===== src/hw/bmcc_pkg.sv =====
// Constants, field layout and state encoding for the board memory-cycle controller.
// Assumes a single 100 MHz system bus clock and an AHB-Lite slave port for setup.
package bmcc_pkg;

  // ==========================================================================
  // Widths
  localparam int ADDR_W  = 20;
  localparam int DATA_W  = 32;
  localparam int DADDR_W = 10;
  localparam int ROW_LSB = 10;

  // ==========================================================================
  // Register offsets (byte addresses on the bus)
  localparam logic [7:0] CFG_OFFSET    = 8'h00;
  localparam logic [7:0] STATUS_OFFSET = 8'h04;

  // ==========================================================================
  // Configuration field positions
  localparam int CFG_SRAM_WAIT_COUNT_LSB  = 0;
  localparam int CFG_CASRD_LSB  = 4;
  localparam int CFG_RASACC_LSB = 8;
  localparam int CFG_RASPRE_LSB = 12;
  localparam int CFG_HIT_BIT    = 16;
  localparam int CFG_EDO_BIT    = 17;

  // Status field positions.
  localparam int STAT_BUSY_BIT    = 0;
  localparam int STAT_RASHELD_BIT = 1;
  localparam int STAT_REFPEND_BIT = 2;

  // ==========================================================================
  // Reset values
  localparam logic [1:0] SRAM_WAIT_COUNT_RST  = 2'h3;
  localparam logic [1:0] CASRD_RST  = 2'h3;
  localparam logic [2:0] RASACC_RST = 3'h7;
  localparam logic [2:0] RASPRE_RST = 3'h7;
  localparam logic       HIT_RST    = 1'b0;
  localparam logic       EDO_RST    = 1'b0;

  // ==========================================================================
  // Timing counts in system clocks
  localparam logic [2:0] RAS_TO_CAS_CYC = 3'h2;
  localparam logic [2:0] WR_PULSE_CYC   = 3'h2;
  localparam logic [2:0] WR_RELEASE_CYC = 3'h2;

  // ==========================================================================
  // Controller states
  typedef enum logic [4:0] {
    ST_IDLE,
    ST_S_RACC,
    ST_S_RWAIT,
    ST_S_RDATA,
    ST_S_WACC,
    ST_S_WDATA,
    ST_S_WPULSE,
    ST_D_ROW,
    ST_D_RAS,
    ST_D_CAS,
    ST_D_CPRE,
    ST_D_WRAS,
    ST_D_WDATA,
    ST_D_WPULSE,
    ST_D_WEND,
    ST_HIT_CMP,
    ST_PRECH,
    ST_REF_CAS,
    ST_REF_RAS
  } bmcc_state_t;

endpackage


===== src/hw/bmcc_ctrl.sv =====
// Board memory-cycle controller: processor block requests to SRAM and DRAM cycles.
// Assumes the processor interface logic runs on clk_i, and the refresh tick comes
// from an unrelated timer clock and is synchronised here.
//
// Notes on behaviour
// - SRAM read inserts zero to three wait cycles from the wait setting.
// - Each read word is latched and held, valid shows two clocks later.
// - SRAM address steps after each read word until the block's last word.
// - SRAM write accept comes one clock after the address is taken.
// - Each SRAM write word gets a two clock strobe, address then steps.
// - Write-done pulses in the cycle after the last SRAM word is written.
// - DRAM read raises RAS on the row, CAS follows two clocks later.
// - First read CAS lasts RAS access cycles plus one before data is taken.
// - DRAM reads repeat to the last word; page-hit mode keeps RAS asserted.
// - Extended-out mode takes read data one clock later, in CAS precharge.
// - Extended-out mode drives the DRAM write strobe in the final read cycle.
// - Parity for the check bus is computed between latch and valid.
// - DRAM writes are early writes; accept comes one clock after RAS.
// - Each DRAM write word gets a two clock CAS pulse, column then steps.
// - After the last DRAM write, RAS and strobe drop two clocks later; page-hit mode keeps RAS asserted.
// - A held-row read match goes straight to a CAS cycle.
// - A held-row write hit still delays accept one clock for the compare.
// - A held-row mismatch releases RAS, precharges, then runs a full access.
// - Refresh is CAS-before-RAS, triggered by the refresh timer tick.
// - A pending refresh ends any RAS hold.
// - CAS read time is the two-bit setting plus one clocks.
// - RAS access and precharge times are three-bit settings plus one clocks.
// - CAS precharge between read words is always one clock.
module bmcc_ctrl
  import bmcc_pkg::*;
(
  input  wire logic              clk_i,
  input  wire logic              rstn_i,
  // Processor side.
  input  wire logic              req_i,
  input  wire logic              req_write_i,
  input  wire logic              req_sram_i,
  input  wire logic [ADDR_W-1:0] addr_i,
  input  wire logic              wvalid_i,
  input  wire logic [DATA_W-1:0] wdata_i,
  input  wire logic              end_of_block_word_i,
  output logic                   transfer_accept_n_o,
  output logic                   read_word_valid_n_o,
  output logic [DATA_W-1:0]      rdata_o,
  output logic [3:0]             address_data_check_bus_o,
  output logic                   write_block_done_o,
  // SRAM side.
  output logic [ADDR_W-1:0]      sram_addr_o,
  output logic                   sram_oe_n_o,
  output logic                   sram_we_n_o,
  input  wire logic [DATA_W-1:0] sram_dq_i,
  output logic [DATA_W-1:0]      sram_dq_o,
  output logic                   sram_dq_oe_n_o,
  // DRAM side.
  output logic [DADDR_W-1:0]     dram_addr_o,
  output logic                   ras_n_o,
  output logic                   cas_n_o,
  output logic                   dram_we_n_o,
  input  wire logic [DATA_W-1:0] dram_dq_i,
  output logic [DATA_W-1:0]      dram_dq_o,
  output logic                   dram_dq_oe_n_o,
  // Refresh timer channel output.
  input  wire logic              refresh_tick_i,
  // AHB-Lite register port.
  input  wire logic              hsel_i,
  input  wire logic [31:0]       haddr_i,
  input  wire logic [1:0]        htrans_i,
  input  wire logic              hwrite_i,
  input  wire logic [2:0]        hsize_i,
  input  wire logic [31:0]       hwdata_i,
  input  wire logic              hready_i,
  output logic                   hreadyout_o,
  output logic                   hresp_o,
  output logic [31:0]            hrdata_o
);

  // ==========================================================================
  // State
  typedef struct packed {
    bmcc_state_t         st;
    logic [2:0]          cnt;
    logic [ADDR_W-1:0]   addr;
    logic [DADDR_W-1:0]  row;
    logic                is_wr;
    logic                last;
    logic                ras_held;
    logic [DATA_W-1:0]   rd0;
    logic [DATA_W-1:0]   rd1;
    logic [3:0]          par;
    logic [1:0]          vpipe;
    logic [DATA_W-1:0]   wd;
    logic                done;
    logic                rs1;
    logic                rs2;
    logic                rs3;
    logic                refr_pend;
    logic [1:0]          sram_wait_count;
    logic [1:0]          crd;
    logic [2:0]          racc;
    logic [2:0]          rpre;
    logic                hit_en;
    logic                edo;
    logic                ap_v;
    logic [7:0]          ap_addr;
    logic [31:0]         hrdata;
  } bmcc_regs_t;

  bmcc_regs_t q;
  bmcc_regs_t n;
  logic       rst_s1_q;
  logic       rst_n_q;
  logic       refr_edge;
  logic       row_match;
  logic       last_word;

  // ==========================================================================
  // Reset release
  always_ff @(posedge clk_i or negedge rstn_i)
  begin
    if (!rstn_i)
    begin
      rst_s1_q <= 1'b0;
      rst_n_q  <= 1'b0;
    end
    else
    begin
      rst_s1_q <= 1'b1;
      rst_n_q  <= rst_s1_q;
    end
  end

  // The edge detector reads only the second and third stages of the synchroniser.
  assign refr_edge = q.rs2 & ~q.rs3;
  assign row_match = (q.row == q.addr[ROW_LSB +: DADDR_W]);
  // In extended-out mode the word is taken in CAS precharge, so its end flag is live.
  assign last_word = q.edo ? end_of_block_word_i : q.last;

  // ==========================================================================
  // Next state
  always_comb
  begin
    logic [31:0] rv;
    rv = 32'h0;
    n  = q;
    n.done  = 1'b0;
    n.vpipe = {q.vpipe[0], 1'b0};
    if (q.vpipe[0])
    begin
      n.rd1 = q.rd0;
      n.par = {^q.rd0[31:24], ^q.rd0[23:16], ^q.rd0[15:8], ^q.rd0[7:0]};
    end
    n.rs1 = refresh_tick_i;
    n.rs2 = q.rs1;
    n.rs3 = q.rs2;

    // Register port: data-phase write, then address-phase capture.
    if (q.ap_v && q.ap_addr == CFG_OFFSET)
    begin
      n.sram_wait_count  = hwdata_i[CFG_SRAM_WAIT_COUNT_LSB +: 2];
      n.crd    = hwdata_i[CFG_CASRD_LSB +: 2];
      n.racc   = hwdata_i[CFG_RASACC_LSB +: 3];
      n.rpre   = hwdata_i[CFG_RASPRE_LSB +: 3];
      n.hit_en = hwdata_i[CFG_HIT_BIT];
      n.edo    = hwdata_i[CFG_EDO_BIT];
    end
    n.ap_v = 1'b0;
    if (hsel_i && htrans_i[1] && hready_i)
    begin
      n.ap_v    = hwrite_i;
      n.ap_addr = haddr_i[7:0];
      if (haddr_i[7:0] == CFG_OFFSET)
      begin
        rv[CFG_SRAM_WAIT_COUNT_LSB +: 2]  = q.sram_wait_count;
        rv[CFG_CASRD_LSB +: 2]  = q.crd;
        rv[CFG_RASACC_LSB +: 3] = q.racc;
        rv[CFG_RASPRE_LSB +: 3] = q.rpre;
        rv[CFG_HIT_BIT]         = q.hit_en;
        rv[CFG_EDO_BIT]         = q.edo;
      end
      else if (haddr_i[7:0] == STATUS_OFFSET)
      begin
        rv[STAT_BUSY_BIT]    = (q.st != ST_IDLE);
        rv[STAT_RASHELD_BIT] = q.ras_held;
        rv[STAT_REFPEND_BIT] = q.refr_pend;
      end
      if (!hwrite_i)
      begin
        n.hrdata = rv;
      end
    end

    unique case (q.st)
      ST_IDLE:
      begin
        n.cnt = 3'h0;
        if (q.refr_pend)
        begin
          if (q.ras_held)
          begin
            n.ras_held = 1'b0;
            n.cnt      = q.rpre;
            n.st       = ST_PRECH;
          end
          else
          begin
            n.st = ST_REF_CAS;
          end
        end
        else if (req_i)
        begin
          n.addr  = addr_i;
          n.is_wr = req_write_i;
          if (req_sram_i)
          begin
            n.st = req_write_i ? ST_S_WACC : ST_S_RACC;
          end
          else if (q.ras_held)
          begin
            n.ras_held = 1'b0;
            n.cnt      = q.rpre;
            n.st       = q.hit_en ? ST_HIT_CMP : ST_PRECH;
          end
          else
          begin
            n.st = ST_D_ROW;
          end
        end
      end
      ST_S_RACC, ST_S_RDATA:
      begin
        if (q.st == ST_S_RDATA)
        begin
          n.rd0      = sram_dq_i;
          n.vpipe[0] = 1'b1;
          n.addr     = q.addr + 1'b1;
        end
        if (q.st == ST_S_RDATA && end_of_block_word_i)
        begin
          n.st = ST_IDLE;
        end
        else if (q.sram_wait_count == 2'h0)
        begin
          n.st = ST_S_RDATA;
        end
        else
        begin
          n.cnt = {1'b0, q.sram_wait_count - 2'h1};
          n.st  = ST_S_RWAIT;
        end
      end
      ST_S_RWAIT:
      begin
        if (q.cnt == 3'h0)
        begin
          n.st = ST_S_RDATA;
        end
        else
        begin
          n.cnt = q.cnt - 3'h1;
        end
      end
      ST_S_WACC:
      begin
        n.st = ST_S_WDATA;
      end
      ST_S_WDATA, ST_D_WDATA:
      begin
        if (wvalid_i)
        begin
          n.wd   = wdata_i;
          n.last = end_of_block_word_i;
          n.cnt  = WR_PULSE_CYC - 3'h1;
          n.st   = (q.st == ST_S_WDATA) ? ST_S_WPULSE : ST_D_WPULSE;
        end
      end
      ST_S_WPULSE, ST_D_WPULSE:
      begin
        if (q.cnt == 3'h0)
        begin
          n.addr = q.addr + 1'b1;
          if (q.st == ST_S_WPULSE)
          begin
            n.done = q.last;
            n.st   = q.last ? ST_IDLE : ST_S_WDATA;
          end
          else
          begin
            n.cnt = WR_RELEASE_CYC - 3'h1;
            n.st  = q.last ? ST_D_WEND : ST_D_WDATA;
          end
        end
        else
        begin
          n.cnt = q.cnt - 3'h1;
        end
      end
      ST_D_ROW:
      begin
        n.row = q.addr[ROW_LSB +: DADDR_W];
        n.cnt = RAS_TO_CAS_CYC - 3'h1;
        n.st  = q.is_wr ? ST_D_WRAS : ST_D_RAS;
      end
      ST_D_RAS:
      begin
        if (q.cnt == 3'h0)
        begin
          n.cnt = q.racc;
          n.st  = ST_D_CAS;
        end
        else
        begin
          n.cnt = q.cnt - 3'h1;
        end
      end
      ST_D_CAS:
      begin
        if (q.cnt == 3'h0)
        begin
          if (!q.edo)
          begin
            n.rd0      = dram_dq_i;
            n.vpipe[0] = 1'b1;
            n.last     = end_of_block_word_i;
          end
          n.st = ST_D_CPRE;
        end
        else
        begin
          n.cnt = q.cnt - 3'h1;
        end
      end
      ST_D_CPRE:
      begin
        if (q.edo)
        begin
          n.rd0      = dram_dq_i;
          n.vpipe[0] = 1'b1;
        end
        n.addr = q.addr + 1'b1;
        if (!last_word)
        begin
          n.cnt = {1'b0, q.crd};
          n.st  = ST_D_CAS;
        end
        else if (q.hit_en && !q.refr_pend)
        begin
          n.ras_held = 1'b1;
          n.st       = ST_IDLE;
        end
        else
        begin
          n.cnt = q.rpre;
          n.st  = ST_PRECH;
        end
      end
      ST_D_WRAS:
      begin
        if (q.cnt == 3'h0)
        begin
          n.st = ST_D_WDATA;
        end
        else
        begin
          n.cnt = q.cnt - 3'h1;
        end
      end
      ST_D_WEND:
      begin
        if (q.cnt != 3'h0)
        begin
          n.cnt = q.cnt - 3'h1;
        end
        else if (q.hit_en && !q.refr_pend)
        begin
          n.done     = 1'b1;
          n.ras_held = 1'b1;
          n.st       = ST_IDLE;
        end
        else
        begin
          n.done = 1'b1;
          n.cnt  = q.rpre;
          n.st   = ST_PRECH;
        end
      end
      ST_HIT_CMP:
      begin
        if (!row_match)
        begin
          n.st = ST_PRECH;
        end
        else if (q.is_wr)
        begin
          n.cnt = 3'h0;
          n.st  = ST_D_WRAS;
        end
        else
        begin
          n.cnt = {1'b0, q.crd};
          n.st  = ST_D_CAS;
        end
      end
      ST_PRECH:
      begin
        if (q.cnt == 3'h0)
        begin
          n.st = ST_IDLE;
        end
        else
        begin
          n.cnt = q.cnt - 3'h1;
        end
      end
      ST_REF_CAS:
      begin
        n.refr_pend = 1'b0;
        n.cnt       = q.racc;
        n.st        = ST_REF_RAS;
      end
      ST_REF_RAS:
      begin
        if (q.cnt == 3'h0)
        begin
          n.cnt = q.rpre;
          n.st  = ST_PRECH;
        end
        else
        begin
          n.cnt = q.cnt - 3'h1;
        end
      end
    endcase

    // A tick landing on the clearing cycle must not be lost, so the set comes last.
    if (refr_edge)
    begin
      n.refr_pend = 1'b1;
    end
  end

  always_ff @(posedge clk_i or negedge rst_n_q)
  begin
    if (!rst_n_q)
    begin
      q        <= '0;
      q.sram_wait_count  <= SRAM_WAIT_COUNT_RST;
      q.crd    <= CASRD_RST;
      q.racc   <= RASACC_RST;
      q.rpre   <= RASPRE_RST;
      q.hit_en <= HIT_RST;
      q.edo    <= EDO_RST;
    end
    else
    begin
      q <= n;
    end
  end

  // ==========================================================================
  // Outputs
  assign transfer_accept_n_o = !((q.st == ST_S_RACC) || (q.st == ST_S_WACC)
                               || (q.st == ST_D_ROW && !q.is_wr)
                               || (q.st == ST_D_WRAS && q.cnt == 3'h0)
                               || (q.st == ST_HIT_CMP && !q.is_wr && row_match));
  assign read_word_valid_n_o      = ~q.vpipe[1];
  assign rdata_o                  = q.rd1;
  assign address_data_check_bus_o = q.par;
  assign write_block_done_o       = q.done;
  assign sram_addr_o              = q.addr;
  assign sram_oe_n_o              = !((q.st == ST_S_RWAIT) || (q.st == ST_S_RDATA));
  assign sram_we_n_o              = (q.st != ST_S_WPULSE);
  assign sram_dq_o                = q.wd;
  assign sram_dq_oe_n_o           = (q.st != ST_S_WPULSE);
  assign dram_addr_o = ((q.st == ST_D_ROW) || (q.st == ST_D_RAS) || (q.st == ST_D_WRAS))
                       ? q.addr[ROW_LSB +: DADDR_W] : q.addr[DADDR_W-1:0];
  assign ras_n_o = !(q.ras_held || (q.st == ST_D_RAS) || (q.st == ST_D_CAS) || (q.st == ST_D_CPRE)
                     || (q.st == ST_D_WRAS) || (q.st == ST_D_WDATA) || (q.st == ST_D_WPULSE)
                     || (q.st == ST_D_WEND) || (q.st == ST_HIT_CMP) || (q.st == ST_REF_RAS));
  assign cas_n_o = !((q.st == ST_D_CAS) || (q.st == ST_D_WPULSE)
                     || (q.st == ST_REF_CAS) || (q.st == ST_REF_RAS));
  assign dram_we_n_o = !((q.st == ST_D_WPULSE) || (q.st == ST_D_WEND)
                         || (q.st == ST_D_CPRE && q.edo && last_word));
  assign dram_dq_o      = q.wd;
  assign dram_dq_oe_n_o = !((q.st == ST_D_WPULSE) || (q.st == ST_D_WEND));
  assign hreadyout_o    = 1'b1;
  assign hresp_o        = 1'b0;
  assign hrdata_o       = q.hrdata;
endmodule


===== config.mk =====
export PLATFORM = sky130hd
export DESIGN_NAME = bmcc_ctrl
export DESIGN_NICKNAME = d
export VERILOG_FILES = /design/src/hw/bmcc_pkg.sv /design/src/hw/bmcc_ctrl.sv
export SDC_FILE = /design/constraint.sdc
export NUM_CORES = 1
export LEC_CHECK = 0
export BUFFER_PORTS_ARGS = -buffer_cell sky130_fd_sc_hd__buf_2
export CAP_MARGIN = 20
export CORE_MARGIN = 2
export CORE_UTILIZATION = 30
export DETAILED_ROUTE_END_ITERATION = 8
export HOLD_SLACK_MARGIN = 0.15
export RECOVER_POWER = 100
export SLEW_MARGIN = 20
export SYNTH_ARGS = -nofsm -noshare
export SYNTH_HDL_FRONTEND = slang
export SYNTH_SLANG_ARGS = --single-unit

===== constraint.sdc =====
create_clock -name clk_i -period 9.2 [get_ports clk_i]
set_input_delay 0.46 -clock clk_i [delete_from_list [all_inputs] [get_ports clk_i]]
set_output_delay 0.46 -clock clk_i [all_outputs]
set_load 0.005 [all_outputs]

==> results.json, run 1 <==
{
  "power_frac_comb_pct": 48.9,
  "via_per_inst": 4.85,
  "pin_count": 370,
  "postCtsSetupBuffers": 0,
  "swShare_pct": 41.1,
  "syn_inst": 1067,
  "final_nets": 1400,
  "clkTransAtPathRegs_ns": 0.08,
  "violations": "capacitance limit, slew limit",
  "ys_types": 76,
  "max-slew-margin-rel_pct": -112,
  "synth_edf_count": 0,
  "p_int_mw": 2.55,
  "fin_ws_ns": 3.68,
  "antenna_cells": 0,
  "cts_buffers": 17,
  "io_buffers": 300,
  "post_drt_wl_per_cell_um": 16.6,
  "first_pass_iters": 5,
  "fmax_mhz": 181,
  "drc": 0,
  "routed-via-count": 8127,
  "fin_skew_ns": 0.0154,
  "cp-start-kind": "flip-flop",
  "cp_max_fo": 65,
  "worstMarginPinSlew_ns": 3.17,
  "finalHoldViolCount": 0,
  "ys_ff_latch": 184,
  "dp_slack_ns": 6.04,
  "start_util_pct": 30.6,
  "cp_slowest_cell": "clkbuf_1",
  "drive_gt1_share_pct": 35.4,
  "maxSlewViolCount": 344,
  "final_cell_mix": "buf_2, dfrtp_1, mux2_2",
  "grt_pass1_wl_mm": 43.5,
  "root_buffer": "clkbuf_16",
  "switchingPower_mw": 1.78,
  "layout_commonest_cell": "buf_2",
  "p_leak_nw": 5.40,
  "powerDensity_nw_per_um2": 357,
  "cts_max_level": 4,
  "grt_pass1_vias": 7862,
  "drt_iter0_drc": 339,
  "yosysSeqAreaShare_pct": 42.3,
  "worstPathRequired_ns": 9.38,
  "die_h_um": 195,
  "wl_mm": 27.8,
  "grt_max_degree": 76,
  "critPathArrivalTime_ns": 5.70,
  "finalSetupViolCount": 0,
  "criticalPathCategory": "flip-flop to flip-flop",
  "cap_violations": 7,
  "p_seq_share_pct": 33.2,
  "fin_crit_sh_pct": 60.0,
  "holdBufCountCts": 2,
  "hold_class": "input port to flip-flop",
  "antenna_found_initial": 0,
  "status": "finished, violations left",
  "postRouteAntennaNets": 0,
  "die_area_um2": 37900,
  "cts_tree": "done",
  "clockPowerShare_pct": 17.9,
  "grt_overflow": 0,
  "critical_path.top_delay_family": "buffers and inverters",
  "insertion_delay_ns": 0.45,
  "period_needed_ns": 5.52,
  "track_usage_pct": 14.5,
  "area_growth_pct": 11.1,
  "cts_sinks": 184,
  "clk_path_buf_depth": 2,
  "crit_chain": "clkbuf_1 -> nand2b_1 -> nor2_1 -> a22o_2 -> clkbuf_1 -> a21oi_1",
  "crit_buf_inv": 2,
  "fin_area_um2": 12100,
  "fp-row-count": 69,
  "cp_common_cell": "clkbuf_1",
  "dp_hpwl_mm": 19.6,
  "yosysWarningCount": 0,
  "syn_area_per_cell_um2": 10.2,
  "final.setup.tns_ns": 0,
  "rsz0062_at_grt": "no",
  "peakVddDrop_uv": 146,
  "syn_area_um2": 10900,
  "synth-main-ff-cell": "dfrtp_1",
  "core_um2": 35700,
  "gp_congestion": 0.854,
  "dpl-instance-area_um2": 11600,
  "ctsResizeCount": 0,
  "endpoint_kind": "flip-flop",
  "die_w_um": 195,
  "cpPeakStageDelay_ns": 2.18,
  "timing.hold.ws_ns": 0.244,
  "async_flop_share_pct": 100
}
## cells in the mapped netlist (6+ instances only)
| library cell | count | area share (%) |
|---|---|---|
| buf_6 | 7 | 0.72 |
| a21oi_2 | 18 | 1.4 |
| buf_4 | 166 | 11 |
| nor2_1 | 74 | 2.5 |
| nor2b_1 | 9 | 0.52 |
| mux2_2 | 112 | 12 |
| a22o_1 | 13 | 1.0 |
| nand2_1 | 51 | 1.8 |
| nor3_1 | 12 | 0.55 |
| a31oi_1 | 36 | 2.1 |
| dfrtp_1 | 174 | 40 |
| a21o_1 | 6 | 0.41 |
| nand3_1 | 24 | 1.1 |
| clkbuf_1 | 16 | 0.55 |
| buf_2 | 32 | 1.5 |
| dfstp_2 | 10 | 2.4 |
| mux2i_1 | 36 | 3.3 |
| o21bai_1 | 6 | 0.41 |
| xnor2_1 | 30 | 2.4 |
| and3_1 | 6 | 0.34 |
| xor2_1 | 11 | 0.88 |
| inv_1 | 9 | 0.31 |
| o21ai_0 | 32 | 1.5 |
| nand2b_1 | 13 | 0.75 |
| a21oi_1 | 58 | 2.7 |
| nor4_1 | 11 | 0.63 |
## cell type report
cell class | count | area, um^2
clock buffers | 18 | 439
inverters | 9 | 33.8
clock inverters | 14 | 170
repair buffers | 318 | 1530
well taps | 461 | 577
multi-input cells | 670 | 4750
flip-flops and latches | 184 | 4620
fillers | 3699 | 23500
## state kept, by name, indices dropped and copies added (netlist names)
signal and cells:
n 3, rst_n_q 1, sram_addr_o 20, address_data_check_bus_o 4, rdata_o 32, dram_dq_o 32
q 77, rst_s1_q 1, hrdata_o 13, write_block_done_o 1
## routing by layer
| metal | routed length [um] | global-route usage (%) | up-vias |
|---|---|---|---|
| li1 | - | - | 3865 |
| met3 | 1500 | 2.92 | 24 |
| met1 | 12500 | 19.0 | 3942 |
| met2 | 13300 | 23.8 | 296 |
| met5 | 0 | 0 | - |
| met4 | 444 | 4.99 | 0 |
## final timing paths
path | slack (ns) | depth (start not counted) | end | from
setup / recovery | 3.68 | 6 | q[158]$_DFFE_PN0P_ | q[197]$_DFFE_PN0P_
hold / removal | 0.24 | 2 | dram_dq_o[21]$_DFFE_PN0P_ | wdata_i[21]
setup reg to reg | 3.68 | 6 | q[158]$_DFFE_PN0P_ | q[197]$_DFFE_PN0P_
hold reg to reg | 0.35 | 0 | rst_n_q$_DFF_PN0_ | rst_s1_q$_DFF_PN0_
max in group asynchronous | 4.35 | 1 | dram_dq_o[0]$_DFFE_PN0P_ | rst_n_q$_DFF_PN0_
min in group asynchronous | 0.34 | 2 | rst_n_q$_DFF_PN0_ | rstn_i
## cell families after synthesis
kind of cell	share of synthesized area [%]
muxes	14.9
AOI/OAI and AO/OA	13.7
and+or+nand+nor	10.7
buffers and inverters	14.6
other	0.0689
xor gates and xnor gates	3.29
adders and majority gates	0.459
DFF	42.3
## power groups by stage
stage          Sequential [mW]  Combinational (mW)  Clock (mW)
2_1_floorplan             1.35                1.94           0
3_3_place_gp              1.44                2.14           0
3_5_place_dp              1.46                2.16           0
4_1_cts                   1.44                2.17       0.801
5_1_grt                   1.50                2.33       0.834
6_report                  1.44                2.12       0.775
## per-stage QoR
step	power [mW]	utilization, %	instances
2_1_floorplan	3.29	-	1087
3_3_place_gp	3.57	32.6	1639
3_5_place_dp	3.62	32.6	1639
4_1_cts	4.41	34.4	1673
5_1_grt	4.66	34.0	1674
6_report	4.33	34.0	1674
Power figures use the tool's default switching activity.
==> run 2: changes to the inputs <==
==> constraint.sdc (replaced) <==
create_clock -name clk_i -period 5.61 [get_ports clk_i]
set_input_delay 0.2805 -clock clk_i [delete_from_list [all_inputs] [get_ports clk_i]]
set_output_delay 0.2805 -clock clk_i [all_outputs]
set_load 0.005 [all_outputs]
==> run 2 against run 1 <==
Effect of this change: the run still ends with capacitance limit, slew limit left; maximum frequency grew 29%; sequential share of layout area shrank 2.9 points; cell area grew 8.2%; clock power grew 54%; first-iteration DRC count shrank 1.5%; sequential power grew 66%; setup slack lost 2.3 ns; hold slack lost 0.076 ns; clock skew shrank 0.0025 ns; sequential cell count is the same; routed wire length grew 4.0%; global-route usage grew 0.45 points; critical path type unchanged; critical endpoint is now sram_addr_o[8]$_DFFE_PN0P_; largest power group unchanged; highest routed layer unchanged.
==> results.json, run 2 (synthesis gave the netlist of run 1 again) <==
{
  "gp_congestion": 0.837,
  "cp.depth": 7,
  "cp_slowest_cell": "clkbuf_1",
  "maxSlewViolCount": 119,
  "regToRegSetupSlack_ns": 1.33,
  "power_frac_comb_pct": 49.5,
  "drt_iter0_drc": 334,
  "grt_pass1_vias": 8337,
  "final_cell_mix": "buf_2, dfrtp_1, mux2_2",
  "crit_chain": "clkbuf_1 -> a21oi_1 -> a311o_1 -> buf_4 -> nand2_1 -> and2_0 -> a31oi_1",
  "grt_overflow": 0,
  "first_pass_iters": 5,
  "die_h_um": 195,
  "dp.cells": 1637,
  "p_seq_share_pct": 33.8,
  "setup.worst_path.start": "q[196]$_DFFE_PN0P_",
  "cts_tree": "done",
  "hold_class": "input port to flip-flop",
  "fp-row-count": 69,
  "antenna_cells": 0,
  "wl_mm": 28.9,
  "area_growth_pct": 20.2,
  "final_util_pct": 36.8,
  "worstPathRequired_ns": 5.89,
  "dp_slack_ns": 2.42,
  "track_usage_pct": 14.9,
  "endpoint_kind": "flip-flop",
  "die_w_um": 195,
  "drive_gt1_share_pct": 31.0,
  "cp-start-kind": "flip-flop",
  "die_area_um2": 37900,
  "core_um2": 35700,
  "p_int_mw": 4.13,
  "timing.rr.end": "sram_addr_o[8]$_DFFE_PN0P_",
  "largest-register": "q",
  "finalNonFillerCells": 1778,
  "endpoint": "sram_addr_o[8]$_DFFE_PN0P_",
  "layout_commonest_cell": "buf_2",
  "switchingPower_mw": 2.94,
  "worstMarginPinSlew_ns": 2.34,
  "clockPowerShare_pct": 16.8,
  "r2r-start": "q[196]$_DFFE_PN0P_",
  "r2r_cells": 7,
  "cts_max_level": 4,
  "largest_register_ffs": 77,
  "root_buffer": "clkbuf_16",
  "max-slew-margin-rel_pct": -55.9,
  "dp_hpwl_mm": 19.5,
  "cpPeakStageDelay_ns": 1.04,
  "finalSetupViolCount": 0,
  "p_leak_nw": 5.79,
  "timing.hold.ws_ns": 0.168,
  "antenna_found_initial": 0,
  "finalHoldViolCount": 0,
  "insertion_delay_ns": 0.45,
  "hold_depth": 3,
  "clkTransAtPathRegs_ns": 0.07,
  "powerDensity_nw_per_um2": 540,
  "nFillCells": 3564,
  "crit_buf_inv": 2,
  "violations": "capacitance limit, slew limit",
  "swShare_pct": 41.6,
  "start_util_pct": 30.6,
  "cap_violations": 3,
  "drc": 0,
  "postCtsSetupBuffers": 0,
  "criticalPathCategory": "flip-flop to flip-flop",
  "routed-via-count": 8481,
  "cts_buffers": 17,
  "fin_ws_ns": 1.33,
  "rsz0062_at_grt": "no",
  "post_drt_wl_per_cell_um": 16.3,
  "io_buffers": 300,
  "cts_sinks": 184,
  "peakVddDrop_uv": 261,
  "critical_path.top_delay_family": "simple AND/OR/NAND/NOR gates",
  "via_per_inst": 4.77,
  "grt_pass1_wl_mm": 45.0,
  "fin_skew_ns": 0.0129,
  "fmax_mhz": 234,
  "period_needed_ns": 4.28,
  "postRouteAntennaNets": 0,
  "critPathArrivalTime_ns": 4.56,
  "fin_crit_sh_pct": 76.3,
  "pin_count": 370,
  "clk_path_buf_depth": 2,
  "status": "finished, violations left",
  "cp_max_fo": 35,
  "final_nets": 1504,
  "grt_max_degree": 130,
  "final.setup.tns_ns": 0
}
==> run 2: power groups by stage <==
| stage | Sequential (mW) | Combinational, mW | Clock, mW |
|---|---|---|---|
| floorplan | 2.21 | 3.18 | 0 |
| global placement | 2.39 | 3.46 | 0 |
| detailed placement | 2.41 | 3.51 | 0 |
| CTS | 2.39 | 3.62 | 1.24 |
| global route | 2.48 | 3.86 | 1.28 |
| finish | 2.39 | 3.50 | 1.19 |
==> run 2: per-stage QoR <==
step           area, um^2  total power [mW]
6_report            13100              7.07
5_1_grt             13100              7.62
4_1_cts             13300              7.25
3_5_place_dp        11600              5.92
3_3_place_gp        11600              5.85
2_1_floorplan       11000              5.39
==> run 2: tightest hold or removal path: stages <==
cell and delay (ns):
buf_2 0.08, mux2i_1 0.08, a21oi_1 0.14
==> run 2: per-layer routing <==
layer | vias up | GRT usage [%] | wire [um]
met2 | 297 | 24.7 | 13800
met5 | - | 0 | 0
met1 | 4075 | 18.8 | 12700
met4 | 0 | 6.72 | 767
met3 | 44 | 3.11 | 1560
li1 | 4065 | - | -
==> run 2: worst min-delay path by stage <==
| stage | from | endpoint | slack, ns |
|---|---|---|---|
| floorplan | rstn_i | rst_n_q$_DFF_PN0_ | -0.02 |
| global placement | rstn_i | rst_s1_q$_DFF_PN0_ | 0.07 |
| detailed placement | rstn_i | rst_s1_q$_DFF_PN0_ | 0.07 |
| CTS | dram_dq_i[26] | q[154]$_DFFE_PN0P_ | 0.15 |
| global route | sram_dq_i[6] | q[134]$_DFFE_PN0P_ | 0.17 |
| finish | sram_dq_i[21] | q[149]$_DFFE_PN0P_ | 0.17 |
==> run 2: final cells by class <==
cell class / instances / area (um^2) / share of cell area [%]
clock buffers: 17 / 425 / 3.24
clock inverters: 15 / 143 / 1.09
inverters: 9 / 33.8 / 0.258
multi-input cells: 670 / 4720 / 36.0
flip-flops and latches: 184 / 4620 / 35.2
well taps: 461 / 577 / 4.40
repair buffers: 422 / 2590 / 19.8
==> run 2: timing repair <==
action / in CTS / in global routing
gates resized for setup: 0 / 0
hold endpoints to repair: 91 / 0
hold buffers: 109 / 0
